### src/logic/serial_port_pkg.sv
// Constants, register map and state types of the enhanced serial port
package serial_port_pkg;

  // APB byte addresses
  localparam logic [7:0] ADDR_CTRL = 8'h00;
  localparam logic [7:0] ADDR_DATA = 8'h04;
  localparam logic [7:0] ADDR_BAUD = 8'h08;
  localparam logic [7:0] ADDR_T1_RELOAD = 8'h0C;
  localparam logic [7:0] ADDR_T2_RELOAD = 8'h10;
  localparam logic [7:0] ADDR_SLAVE = 8'h14;
  localparam logic [7:0] ADDR_STATUS = 8'h18;

  // serial_control_reg fields
  localparam int CTRL_RX_DONE = 0;
  localparam int CTRL_TX_DONE = 1;
  localparam int CTRL_RX_NINTH = 2;
  localparam int CTRL_TX_NINTH = 3;
  localparam int CTRL_RX_ENABLE = 4;
  localparam int CTRL_ADDR_FILTER = 5;
  localparam int CTRL_MODE_LSB = 6;
  // Baud control fields
  localparam int BAUD_DOUBLER = 0;
  localparam int BAUD_T1_PRESCALE = 1;
  localparam int BAUD_TX_T2 = 4;
  localparam int BAUD_RX_T2 = 5;
  // Status fields
  localparam int STAT_OVERRUN = 0;
  localparam int STAT_TX_BUSY = 1;
  localparam int STAT_RX_BUSY = 2;

  localparam logic [7:0] CTRL_RESET = 8'h00;
  localparam logic [7:0] BAUD_RESET = 8'h00;

  // Cycle counts
  localparam logic [3:0] MODE0_LAST = 4'hB;     // 12 clocks per bit
  localparam logic [3:0] MODE0_RISE = 4'h6;     // Shift clock rises here
  localparam logic [3:0] T1_PRESCALE_LAST = 4'hB; // Clock/12 prescale
  localparam logic [1:0] M2_PRE_SLOW = 2'h3;    // 16x of clock/64
  localparam logic [1:0] M2_PRE_FAST = 2'h1;    // 16x of clock/32
  localparam logic [3:0] SUB_MID = 4'h7;
  localparam logic [3:0] SUB_LAST = 4'hF;
  localparam logic [3:0] FRAME_BITS_8 = 4'hA;
  localparam logic [3:0] FRAME_BITS_9 = 4'hB;
  localparam logic [3:0] RX_NINTH_IDX = 4'h8;
  localparam logic [3:0] RX_LAST_9 = 4'h9;

  typedef enum logic [1:0] {TX_IDLE, TX_ASYNC, TX_SYNC} tx_state_e;
  typedef enum logic [2:0] {
    RX_IDLE, RX_START, RX_BITS, RX_SYNC, RX_SYNC_END
  } rx_state_e;

endpackage : serial_port_pkg

### src/logic/serial_port.sv
// Enhanced serial port with four modes and an APB register slave
//
// Chosen here: the APB register port and the register addresses.
`timescale 1ns/1ps
`default_nettype none
module serial_port (
  input wire logic clk,
  input wire logic srst,
  input wire logic psel,
  input wire logic penable,
  input wire logic pwrite,
  input wire logic [7:0] paddr,
  input wire logic [31:0] pwdata,
  output logic [31:0] prdata,
  output logic pready,
  output logic pslverr,
  output logic serialTxPin,
  input wire logic serialRxIn,
  output logic serialRxOut,
  output logic serialRxOe
);
  import serial_port_pkg::*;

  typedef struct packed {
    logic [7:0] ctrl;
    logic [7:0] baud;
    logic [7:0] t1Reload;
    logic [15:0] t2Reload;
    logic [7:0] slaveAddr;
    logic [7:0] slaveMask;
    logic overrun;
    logic unread;
    logic [3:0] t1Pre;
    logic [7:0] t1Cnt;
    logic t1Half;
    logic t2Pre;
    logic [15:0] t2Cnt;
    logic [1:0] m2Pre;
    tx_state_e txState;
    logic [10:0] txShift;
    logic [3:0] txBits;
    logic [3:0] txSub;
    rx_state_e rxState;
    logic [3:0] rxSub;
    logic [3:0] rxCnt;
    logic [7:0] rxShift;
    logic rxNinthTmp;
    logic [7:0] rxBuf;
    logic [3:0] m0Cnt;
    logic prevRx;
    logic txPin;
    logic rxOe;
    logic [31:0] rdData;
    logic rdErr;
  } state_s;

  state_s state_q;
  state_s state_d;

  function automatic logic addrMatch(input logic [7:0] rx,
                                     input logic [7:0] addr,
                                     input logic [7:0] mask);
    addrMatch = ((rx ^ addr) & mask) == 8'h00;
  endfunction : addrMatch

  function automatic logic isMapped(input logic [7:0] a);
    isMapped = (a == ADDR_CTRL) || (a == ADDR_DATA) || (a == ADDR_BAUD) ||
               (a == ADDR_T1_RELOAD) || (a == ADDR_T2_RELOAD) ||
               (a == ADDR_SLAVE) || (a == ADDR_STATUS);
  endfunction : isMapped

  logic [1:0] mode;
  logic doubler;
  logic txT2;
  logic rxT2;
  logic setup;
  logic wr;
  logic rd;
  logic t1Step;
  logic t1Ovf;
  logic t1Tick;
  logic t2Step;
  logic t2Ovf;
  logic m2Tick;
  logic tickTx;
  logic tickRx;
  logic rxBit;
  logic ninthNow;
  logic accept;

  always_comb begin
    state_d = state_q;
    mode = state_q.ctrl[CTRL_MODE_LSB +: 2];
    doubler = state_q.baud[BAUD_DOUBLER];
    txT2 = state_q.baud[BAUD_TX_T2];
    rxT2 = state_q.baud[BAUD_RX_T2];
    setup = psel && !penable;
    wr = psel && penable && pwrite;
    rd = psel && penable && !pwrite;
    rxBit = serialRxIn;
    ninthNow = 1'b0;
    accept = 1'b0;

    // Timer 1: 8-bit auto-reload, clock/12 or clock
    t1Step = state_q.baud[BAUD_T1_PRESCALE] ||
             (state_q.t1Pre == T1_PRESCALE_LAST);
    state_d.t1Pre = (state_q.t1Pre == T1_PRESCALE_LAST) ? 4'h0
                    : state_q.t1Pre + 4'h1;
    t1Ovf = t1Step && (state_q.t1Cnt == 8'hFF);
    if (t1Ovf) begin
      state_d.t1Cnt = state_q.t1Reload;
    end else if (t1Step) begin
      state_d.t1Cnt = state_q.t1Cnt + 8'h01;
    end
    // Without the doubler only every second overflow counts
    if (t1Ovf) begin
      state_d.t1Half = !state_q.t1Half;
    end
    t1Tick = t1Ovf && (doubler || state_q.t1Half);

    // Timer 2: runs only when routed, forced to baud mode at clock/2
    t2Step = (txT2 || rxT2) && state_q.t2Pre;
    state_d.t2Pre = (txT2 || rxT2) ? !state_q.t2Pre : 1'b0;
    t2Ovf = t2Step && (state_q.t2Cnt == 16'hFFFF);
    if (t2Ovf) begin
      state_d.t2Cnt = state_q.t2Reload;
    end else if (t2Step) begin
      state_d.t2Cnt = state_q.t2Cnt + 16'h0001;
    end

    // Fixed mode 2 clock: 16 subticks per bit of clock/64 or clock/32
    m2Tick = state_q.m2Pre == (doubler ? M2_PRE_FAST : M2_PRE_SLOW);
    state_d.m2Pre = m2Tick ? 2'h0 : state_q.m2Pre + 2'h1;

    // Transmit and receive pick their timers separately
    tickTx = (mode == 2'd2) ? m2Tick : (txT2 ? t2Ovf : t1Tick);
    tickRx = (mode == 2'd2) ? m2Tick : (rxT2 ? t2Ovf : t1Tick);

    // APB: read data captured in setup, answered with no wait state
    if (setup) begin
      state_d.rdErr = !isMapped(paddr);
      state_d.rdData = 32'h0000_0000;
      unique case (paddr)
        ADDR_CTRL: state_d.rdData[7:0] = state_q.ctrl;
        ADDR_DATA: state_d.rdData[7:0] = state_q.rxBuf;
        ADDR_BAUD: state_d.rdData[7:0] = state_q.baud;
        ADDR_T1_RELOAD: state_d.rdData[7:0] = state_q.t1Reload;
        ADDR_T2_RELOAD: state_d.rdData[15:0] = state_q.t2Reload;
        ADDR_SLAVE: state_d.rdData[15:0] = {state_q.slaveMask,
                                            state_q.slaveAddr};
        ADDR_STATUS: begin
          state_d.rdData[STAT_OVERRUN] = state_q.overrun;
          state_d.rdData[STAT_TX_BUSY] = state_q.txState != TX_IDLE;
          state_d.rdData[STAT_RX_BUSY] = state_q.rxState != RX_IDLE;
        end
        default: state_d.rdData = 32'h0000_0000;
      endcase
    end
    if (rd && paddr == ADDR_DATA) begin
      state_d.unread = 1'b0;
    end
    if (wr) begin
      unique case (paddr)
        ADDR_CTRL: state_d.ctrl = pwdata[7:0];
        ADDR_BAUD: state_d.baud = pwdata[7:0];
        ADDR_T1_RELOAD: begin
          // Count restarts too, so the first baud period is full length
          state_d.t1Reload = pwdata[7:0];
          state_d.t1Cnt = pwdata[7:0];
        end
        ADDR_T2_RELOAD: begin
          state_d.t2Reload = pwdata[15:0];
          state_d.t2Cnt = pwdata[15:0];
        end
        ADDR_SLAVE: begin
          state_d.slaveAddr = pwdata[7:0];
          state_d.slaveMask = pwdata[15:8];
        end
        ADDR_STATUS: begin
          if (pwdata[STAT_OVERRUN]) begin
            state_d.overrun = 1'b0;
          end
        end
        default: ;
      endcase
    end

    // Transmitter; a data write while busy is dropped
    unique case (state_q.txState)
      TX_IDLE: begin
        if (wr && paddr == ADDR_DATA) begin
          state_d.txSub = 4'h0;
          state_d.m0Cnt = 4'h0;
          if (mode == 2'd0) begin
            // Half duplex: a write while a receive is already shifting is dropped
            if (state_q.rxState == RX_IDLE) begin
              state_d.txState = TX_SYNC;
              state_d.txShift = {3'b111, pwdata[7:0]};
              state_d.txBits = 4'h8;
            end
          end else begin
            state_d.txState = TX_ASYNC;
            if (mode == 2'd1) begin
              state_d.txShift = {2'b11, pwdata[7:0], 1'b0};
              state_d.txBits = FRAME_BITS_8;
            end else begin
              state_d.txShift = {1'b1, state_q.ctrl[CTRL_TX_NINTH],
                                 pwdata[7:0], 1'b0};
              state_d.txBits = FRAME_BITS_9;
            end
          end
        end
      end
      TX_ASYNC: begin
        if (tickTx) begin
          state_d.txSub = state_q.txSub + 4'h1;
          if (state_q.txSub == SUB_LAST) begin
            state_d.txShift = {1'b1, state_q.txShift[10:1]};
            state_d.txBits = state_q.txBits - 4'h1;
            if (state_q.txBits == 4'h2) begin
              state_d.ctrl[CTRL_TX_DONE] = 1'b1;
            end
            if (state_q.txBits == 4'h1) begin
              state_d.txState = TX_IDLE;
            end
          end
        end
      end
      TX_SYNC: begin
        state_d.m0Cnt = (state_q.m0Cnt == MODE0_LAST) ? 4'h0
                        : state_q.m0Cnt + 4'h1;
        if (state_q.m0Cnt == MODE0_LAST) begin
          state_d.txShift = {1'b1, state_q.txShift[10:1]};
          state_d.txBits = state_q.txBits - 4'h1;
          if (state_q.txBits == 4'h1) begin
            state_d.ctrl[CTRL_TX_DONE] = 1'b1;
            state_d.txState = TX_IDLE;
          end
        end
      end
      default: state_d.txState = TX_IDLE;
    endcase

    // Receiver
    state_d.prevRx = rxBit;
    unique case (state_q.rxState)
      RX_IDLE: begin
        state_d.rxSub = 4'h0;
        state_d.rxCnt = 4'h0;
        if (mode == 2'd0) begin
          if (state_q.ctrl[CTRL_RX_ENABLE] && !state_q.ctrl[CTRL_RX_DONE] &&
              state_q.txState == TX_IDLE &&
              !(wr && paddr == ADDR_DATA)) begin
            state_d.rxState = RX_SYNC;
            state_d.m0Cnt = 4'h0;
          end
        end else if (state_q.ctrl[CTRL_RX_ENABLE] && state_q.prevRx &&
                     !rxBit) begin
          state_d.rxState = RX_START;
        end
      end
      RX_START: begin
        if (tickRx) begin
          state_d.rxSub = state_q.rxSub + 4'h1;
          if (state_q.rxSub == SUB_MID) begin
            // A glitch that is high again at mid start bit is dropped
            state_d.rxState = rxBit ? RX_IDLE : RX_BITS;
            state_d.rxSub = 4'h0;
          end
        end
      end
      RX_BITS: begin
        if (tickRx) begin
          state_d.rxSub = state_q.rxSub + 4'h1;
          if (state_q.rxSub == SUB_LAST) begin
            state_d.rxCnt = state_q.rxCnt + 4'h1;
            if (state_q.rxCnt < RX_NINTH_IDX) begin
              state_d.rxShift = {rxBit, state_q.rxShift[7:1]};
            end
            if (state_q.rxCnt == RX_NINTH_IDX) begin
              state_d.rxNinthTmp = rxBit;
            end
            ninthNow = (state_q.rxCnt == RX_NINTH_IDX) ? rxBit
                       : state_q.rxNinthTmp;
            if ((mode == 2'd1 && state_q.rxCnt == RX_NINTH_IDX) ||
                (mode != 2'd1 && state_q.rxCnt == RX_LAST_9)) begin
              state_d.rxState = RX_IDLE;
              if (mode == 2'd1) begin
                accept = !state_q.ctrl[CTRL_ADDR_FILTER] || ninthNow;
              end else begin
                accept = !state_q.ctrl[CTRL_ADDR_FILTER] ||
                         (ninthNow && addrMatch(state_q.rxShift,
                                                state_q.slaveAddr,
                                                state_q.slaveMask));
              end
              accept = accept && !state_q.ctrl[CTRL_RX_DONE];
            end
          end
        end
      end
      RX_SYNC: begin
        state_d.m0Cnt = (state_q.m0Cnt == MODE0_LAST) ? 4'h0
                        : state_q.m0Cnt + 4'h1;
        if (state_q.m0Cnt == MODE0_RISE) begin
          state_d.rxShift = {rxBit, state_q.rxShift[7:1]};
          state_d.rxCnt = state_q.rxCnt + 4'h1;
          if (state_q.rxCnt == 4'h7) begin
            state_d.rxState = RX_SYNC_END;
          end
        end
      end
      RX_SYNC_END: begin
        state_d.rxState = RX_IDLE;
        state_d.rxBuf = state_q.rxShift;
        state_d.ctrl[CTRL_RX_DONE] = 1'b1;
        state_d.unread = 1'b1;
        if (state_q.unread) begin
          state_d.overrun = 1'b1;
        end
      end
      default: state_d.rxState = RX_IDLE;
    endcase

    // Hardware sets come after software writes so a set is never lost
    if (accept) begin
      state_d.rxBuf = state_q.rxShift;
      state_d.ctrl[CTRL_RX_NINTH] = ninthNow;
      state_d.ctrl[CTRL_RX_DONE] = 1'b1;
      state_d.unread = 1'b1;
      if (state_q.unread) begin
        state_d.overrun = 1'b1;
      end
    end

    // Pins from next state: mode 0 clock idles high on the tx pin
    if (state_d.txState == TX_SYNC || state_d.rxState == RX_SYNC) begin
      state_d.txPin = state_d.m0Cnt >= MODE0_RISE;
    end else if (state_d.txState == TX_ASYNC) begin
      state_d.txPin = state_d.txShift[0];
    end else begin
      state_d.txPin = 1'b1;
    end
    state_d.rxOe = (state_d.txState == TX_SYNC) &&
                   !state_d.txShift[0];
  end

  always_ff @(posedge clk) begin
    if (srst) begin
      state_q <= '0;
      state_q.ctrl <= CTRL_RESET;
      state_q.baud <= BAUD_RESET;
      state_q.txState <= TX_IDLE;
      state_q.rxState <= RX_IDLE;
      state_q.txShift <= 11'h7FF;
      // Idle-high line, so reset gives no false start edge
      state_q.prevRx <= 1'b1;
      state_q.txPin <= 1'b1;
    end else begin
      state_q <= state_d;
    end
  end

  assign prdata = state_q.rdData;
  // Registers answer at once: zero wait states
  assign pready = 1'b1;
  assign pslverr = state_q.rdErr;
  assign serialTxPin = state_q.txPin;
  // Open-drain: only ever pulls low
  assign serialRxOut = 1'b0;
  assign serialRxOe = state_q.rxOe;

endmodule : serial_port
`default_nettype wire

### config.mk
export PLATFORM = sky130hd
export DESIGN_NAME = serial_port
export DESIGN_NICKNAME = d
export VERILOG_FILES = /design/src/logic/serial_port_pkg.sv /design/src/logic/serial_port.sv
export SDC_FILE = /design/constraint.sdc
export NUM_CORES = 1
export LEC_CHECK = 0
export ABC_CLOCK_PERIOD_IN_PS = 5700
export BUFFER_PORTS_ARGS = -buffer_cell sky130_fd_sc_hd__buf_2
export CORE_AREA = 2 2 161 163
export CTS_CLUSTER_DIAMETER = 30
export DETAILED_ROUTE_END_ITERATION = 7
export DIE_AREA = 0 0 163 165
export PLACE_DENSITY = 0.54
export SETUP_SLACK_MARGIN = 0.05
export SLEW_MARGIN = 20
export SYNTH_ARGS = -nofsm -noshare
export SYNTH_HDL_FRONTEND = slang
export SYNTH_SLANG_ARGS = --single-unit
export TNS_END_PERCENT = 50
### constraint.sdc
create_clock -name clk -period 5.7 [get_ports clk]
set_clock_uncertainty 0.1 [all_clocks]
set_input_delay 0.855 -clock clk [delete_from_list [all_inputs] [get_ports clk]]
set_output_delay 0.855 -clock clk [all_outputs]
set_load 0.01 [all_outputs]
**Word-level counts from Yosys, hierarchy flattened**

Cells that the tools add are included.

- Bits in registers: 163
- Input bits: 46
- Output and inout port bits: 37
- Word-level logic and storage cells: 257

- Add/sub/neg operators: 9
- $lt $le $gt $ge: 2
- Equality and inequality tests: 42
- Multiplexer cells: 90
- Bitwise logic cells: 3
- Reductions and logical operators: 77

Operators by type and width:

| operator | count |
|---|---|
| 16-bit 2-to-1 mux | 6 |
| 8-bit 2-to-1 mux | 9 |
| 17-bit 2-to-1 mux | 4 |
| 52-bit 2-to-1 mux | 1 |
| 15-bit case mux with 3 select lines | 1 |
| 21-bit 2-to-1 mux | 2 |
| 1-bit 2-to-1 mux | 32 |
| 8-bit case mux with 2 select lines | 2 |
| 5-bit case mux with 6 select lines | 1 |
| 4-bit == test, second input constant | 6 |
| 8-bit by 5-bit == test with 1-bit output, second input constant | 3 |
| 3-bit 2-to-1 mux | 8 |
| 4-bit case mux with 2 select lines | 3 |
| 4-bit case mux with 3 select lines | 2 |
| 3-bit case mux with 7 select lines | 1 |
| 3-bit nonzero test | 7 |
| 4-bit by 1-bit adder with 4-bit output, second input constant | 5 |
| 1-bit logical AND | 20 |
| 20-bit 2-to-1 mux | 1 |
| 16-bit by 1-bit adder with 16-bit output, second input constant | 1 |
| 16-bit == test, second input constant | 1 |
| 8-bit by 4-bit == test with 1-bit output, second input constant | 2 |
| 8-bit logical NOT | 2 |
| 4-bit 2-to-1 mux | 4 |
| other kinds (41) | 99 |

**Logic depth before layout (Yosys ltp)**

- Depth after elaboration: 17
- Depth in mapped cells: 10
- Mapped depth without buffers: 9

**Least setup slack after synthesis**

No wires, ideal clock.

- Path kind: input to register
- Start point: input paddr[7]
- End point: register state_q[172] (netlist bit)
- Library setup time: 0.129 ns
- Data arrival time: 2.519 ns
- Required time: 5.471 ns
- Setup slack: 2.952 ns
- Cell stages on the path: 8
- Path buffers: 1
- Path through: nor2_1 -> nor4b_1 -> nor2b_1 -> buf_2 -> nand3_1 -> mux2_2 -> a32oi_1 -> nor2_1

- Word-level cells in the longest chain between the ends: 7
- Elaborated cells on any way between the ends: 9

RTL lines:

| element | line | source |
|---|---|---|
| from (decl) | serial_port.sv:12 | `input wire logic [7:0] paddr,` |
| 8-bit logical NOT (*) | serial_port.sv:163 | `unique case (paddr)` |
| 3-bit 2-to-1 mux (*) | serial_port.sv:163 |  |
| 52-bit 2-to-1 mux (*) | serial_port.sv:162 | `if (wr) begin` |
| 1-bit 2-to-1 mux | serial_port.sv:220 | `if (state_q.txBits == 4'h2) begin` |
| 1-bit 2-to-1 mux | serial_port.sv:217 | `if (state_q.txSub == SUB_LAST) begin` |
| 1-bit 2-to-1 mux | serial_port.sv:215 | `if (tickTx) begin` |
| 1-bit case mux with 2 select lines (*) | serial_port.sv:189 | `unique case (state_q.txState)` |
| to (signal assigned) | serial_port.sv:359 | `state_q <= state_d;` |
| to (decl) | serial_port.sv:57 | `state_s state_q;` |

Every way passes the cells marked *; elsewhere a longest branch is shown, timed or not. The select of a mux whose other input is x is not followed.
A chain may end at the register's enable or synchronous reset.

**Final worst setup path**

- Start point: input paddr[7]
- End point: register state_q[92] (netlist bit)

- Word-level cells in the longest chain between the ends: 3

RTL lines:

| element | line |
|---|---|
| 8-bit by 5-bit == test with 1-bit output | serial_port.sv:163 |
| 16-bit 2-to-1 mux | serial_port.sv:163 |
| 16-bit 2-to-1 mux | serial_port.sv:162 |

No other way between the ends.

==> impl_metrics.env <==
export IMPL_port_buffers=48
export IMPL_setup_viol=0
export IMPL_power_total_uw=2430
export IMPL_vias_per_cell=5.39
export IMPL_synth_most_common_cell="dfxtp_1"
export IMPL_syn_area_per_cell_um2=8.16
export IMPL_fin_cells=1403
export IMPL_fin_crit_sh_pct=56.9
export IMPL_synth_seq_cells=163
export IMPL_drc_errors=0
export IMPL_critical_path_depth=10
export IMPL_wl_per_cell_um=17.4
export IMPL_cts_sinks=163
export IMPL_worstSetupEndpoint="state_q[92]"
export IMPL_synth_edf_count=0
export IMPL_grt_pass1_vias=7033
export IMPL_diodes=0
export IMPL_num_fill_cells=2636
export IMPL_cts_root_buf="clkbuf_16"
export IMPL_p_per_area_nw_per_um2=255
export IMPL_critical_path_arrival_ns=3.51
export IMPL_crit_path_cell_trace="buf_2 -> nor2_1 -> nor4b_1 -> nor2b_1 -> buf_4 -> nor2b_1 -> buf_4 -> and2_1 -> nand2_1 -> a21oi_1"
export IMPL_setup_tns_ns=0
export IMPL_cp_start_kind="input pin"
export IMPL_grt_first_pass_wirelength_um=38900
export IMPL_path_buf_inv=3
export IMPL_finalNetCount=1123
export IMPL_synth_top_cell_area_share_pct=37.6
export IMPL_antenna_found_initial=0
export IMPL_reg2reg_setup_slack_ns=2.68
export IMPL_synthArstFlopShare_pct=0
export IMPL_path_delay_family="simple AND/OR/NAND/NOR gates"
export IMPL_slew_violations=0
export IMPL_grtUsageTotal_pct=18.6
export IMPL_drive_above_1_share_pct=11.1
export IMPL_synthCells=1065
export IMPL_core_area_um2=25000
export IMPL_place_inst=1371
export IMPL_worst_slew_pin_slew_ns=0.938
export IMPL_relSlewSlack_pct=37.0
export IMPL_start_util_pct=34.7
export IMPL_clk_pin_slew_ns=0.07
export IMPL_h_tree_depth=4
export IMPL_worst_r2r_cell_count=8
export IMPL_clk_insertion_delay_late_ns=0.44
export IMPL_hold_path_class="register to register"
export IMPL_cts_buffer_depth=2
export IMPL_leakagePower_uw=0.00360
export IMPL_netlist_top_cells_area="dfxtp_1 (38%), nand2_1 (6.7%), a21oi_1 (5.7%)"
export IMPL_hold_depth=2
export IMPL_wirelength_um=24500
export IMPL_dieArea_um2=26900
export IMPL_worstPathRequired_ns=5.97
export IMPL_hold_viol_final=0
export IMPL_slowest_stage="and2_1"
export IMPL_layout_min_cycle_time_ns=3.24
export IMPL_max_stage_delay_ns=0.64
export IMPL_ys_types=84
export IMPL_synth_main_ff_cell="dfxtp_1"
export IMPL_num_rows=58
export IMPL_irDropWorstVdd_mv=0.160
export IMPL_finalWeightedCongestion=0.829
export IMPL_ios=83
export IMPL_dp_hpwl_um=17400
export IMPL_criticalPathCategory="input pin to register"
export IMPL_cap_viol_max_count=0
export IMPL_yosys_area_top_type="dfxtp_1"
export IMPL_grt_max_degree=72
export IMPL_stdcell_area_um2=9540
export IMPL_critPathMaxFanout=19
export IMPL_critPathCaptureType="register"
export IMPL_ys_seq_area_share_pct=37.6
export IMPL_cts_inserted_buffers=17
export IMPL_reg2reg_to="state_q[74]"
export IMPL_drt_iter0_markers=492
export IMPL_die_x_um=163
export IMPL_hold_buffers=0
export IMPL_r2r_start="state_q[109]"
export IMPL_die_h_um=165
export IMPL_area_growth_synth_to_final_pct=9.84
export IMPL_cts_resized=0
export IMPL_max_freq_ghz=0.308
export IMPL_vias=7560
export IMPL_synth_cell_area_um2=8690
export IMPL_grt_overflow=0
export IMPL_post_cts_buffers=0
export IMPL_cts_tree="done"
export IMPL_dr_pass1_iters=5
export IMPL_yosys_warnings=0
export IMPL_rsz0062_at_grt="false"
export IMPL_worstSetupStartpoint="paddr[7]"
export IMPL_synth_common_cells="dfxtp_1 (163), nand2_1 (155), a21oi_1 (99)"
export IMPL_dpl_cell_area_um2=8950
export IMPL_status="completed"
export IMPL_antenna_left=0
## worst reg2reg max path: cells and delay by family, from the launching register on
| family | cells | cell delay, ns |
|---|---|---|
| AO/OA/AOI/OAI | 6 | 1.83 |
| adder cells (fa/ha/maj) | 1 | 0.31 |
| flip-flops | 1 | 0.41 |
| AND/OR/NAND/NOR | 1 | 0.28 |
## metal layers
metal  part of all wire (%)  global-route usage, %  vias up
met4                    1.0                   4.59        0
met2                     47                   31.0      175
li1                       -                      -     3774
met3                    4.5                   3.47       19
met5                      0                      0        -
met1                     47                   24.8     3592
## layout by cell type (no fill, tap or decap), types with 8 or more instances in the layout
master / count
a21oi_1: 99
a221oi_1: 18
a22o_1: 8
a22oi_1: 10
and3_1: 9
buf_2: 47
clkbuf_16: 17
conb_1: 18
dfxtp_1: 163
ha_1: 17
inv_1: 25
mux2i_1: 47
nand2_1: 154
nand2b_1: 10
nand3_1: 51
nand4_1: 13
nor2_1: 85
nor2b_1: 9
nor3_1: 33
o211ai_1: 18
o21ai_0: 34
xnor2_1: 11
xor2_1: 17
## state kept, by name, summed over array words and instances, names as in the netlist
| signal | flops |
|---|---|
| state_q | 140 |
| prdata | 16 |
| mode | 2 |
| doubler | 1 |
| pslverr | 1 |
| rxT2 | 1 |
| serialRxOe | 1 |
| serialTxPin | 1 |
## how the worst min path moves through the flow
stage                       from           end
CTS                    prdata[0]     prdata[0]
floorplan            state_q[86]   state_q[86]
global route        state_q[107]  state_q[107]
detailed placement     prdata[0]     prdata[0]
global placement       prdata[0]     prdata[0]
finish                 prdata[0]     prdata[0]
## cell type report
class / count / area [um^2] / share of cell area [%]
Multi-Input combinational cell: 798 / 4890 / 51.2
Sequential cell: 163 / 3260 / 34.2
Clock buffer: 17 / 425 / 4.46
Tap cell: 330 / 413 / 4.33
Timing Repair Buffer: 54 / 288 / 3.02
Clock inverter: 15 / 165 / 1.73
Inverter: 26 / 97.6 / 1.02
## where the power goes
part | internal [uW] | switching, uW | total [uW]
Clock | 622 | 547 | 1170
Combinational | 29.3 | 78.4 | 108
Sequential | 1150 | 5.69 | 1150
## through the flow
step / hold WS (ns) / util, % / setup WS (ns)
after floorplan: 0.331 / - / 2.95
after global placement: 0.344 / 35.7 / 1.79
after detailed placement: 0.351 / 35.7 / 1.72
after CTS: 0.361 / 38.1 / 2.20
after global routing: 0.387 / 38.1 / 2.24
final: 0.358 / 38.1 / 2.46
## kinds of logic after synthesis
family	after synthesis	share of synthesized area, %
XOR/XNOR	28	2.82
multiplexers	52	6.06
other	2	0.0865
flip-flops	163	37.6
adder cells (fa/ha/maj)	17	2.45
AND/OR/NAND/NOR	415	23.1
AO/OA/AOI/OAI	268	21.0
buffers and inverters	120	6.90
Note: power is estimated with default switching activity, not from simulation.
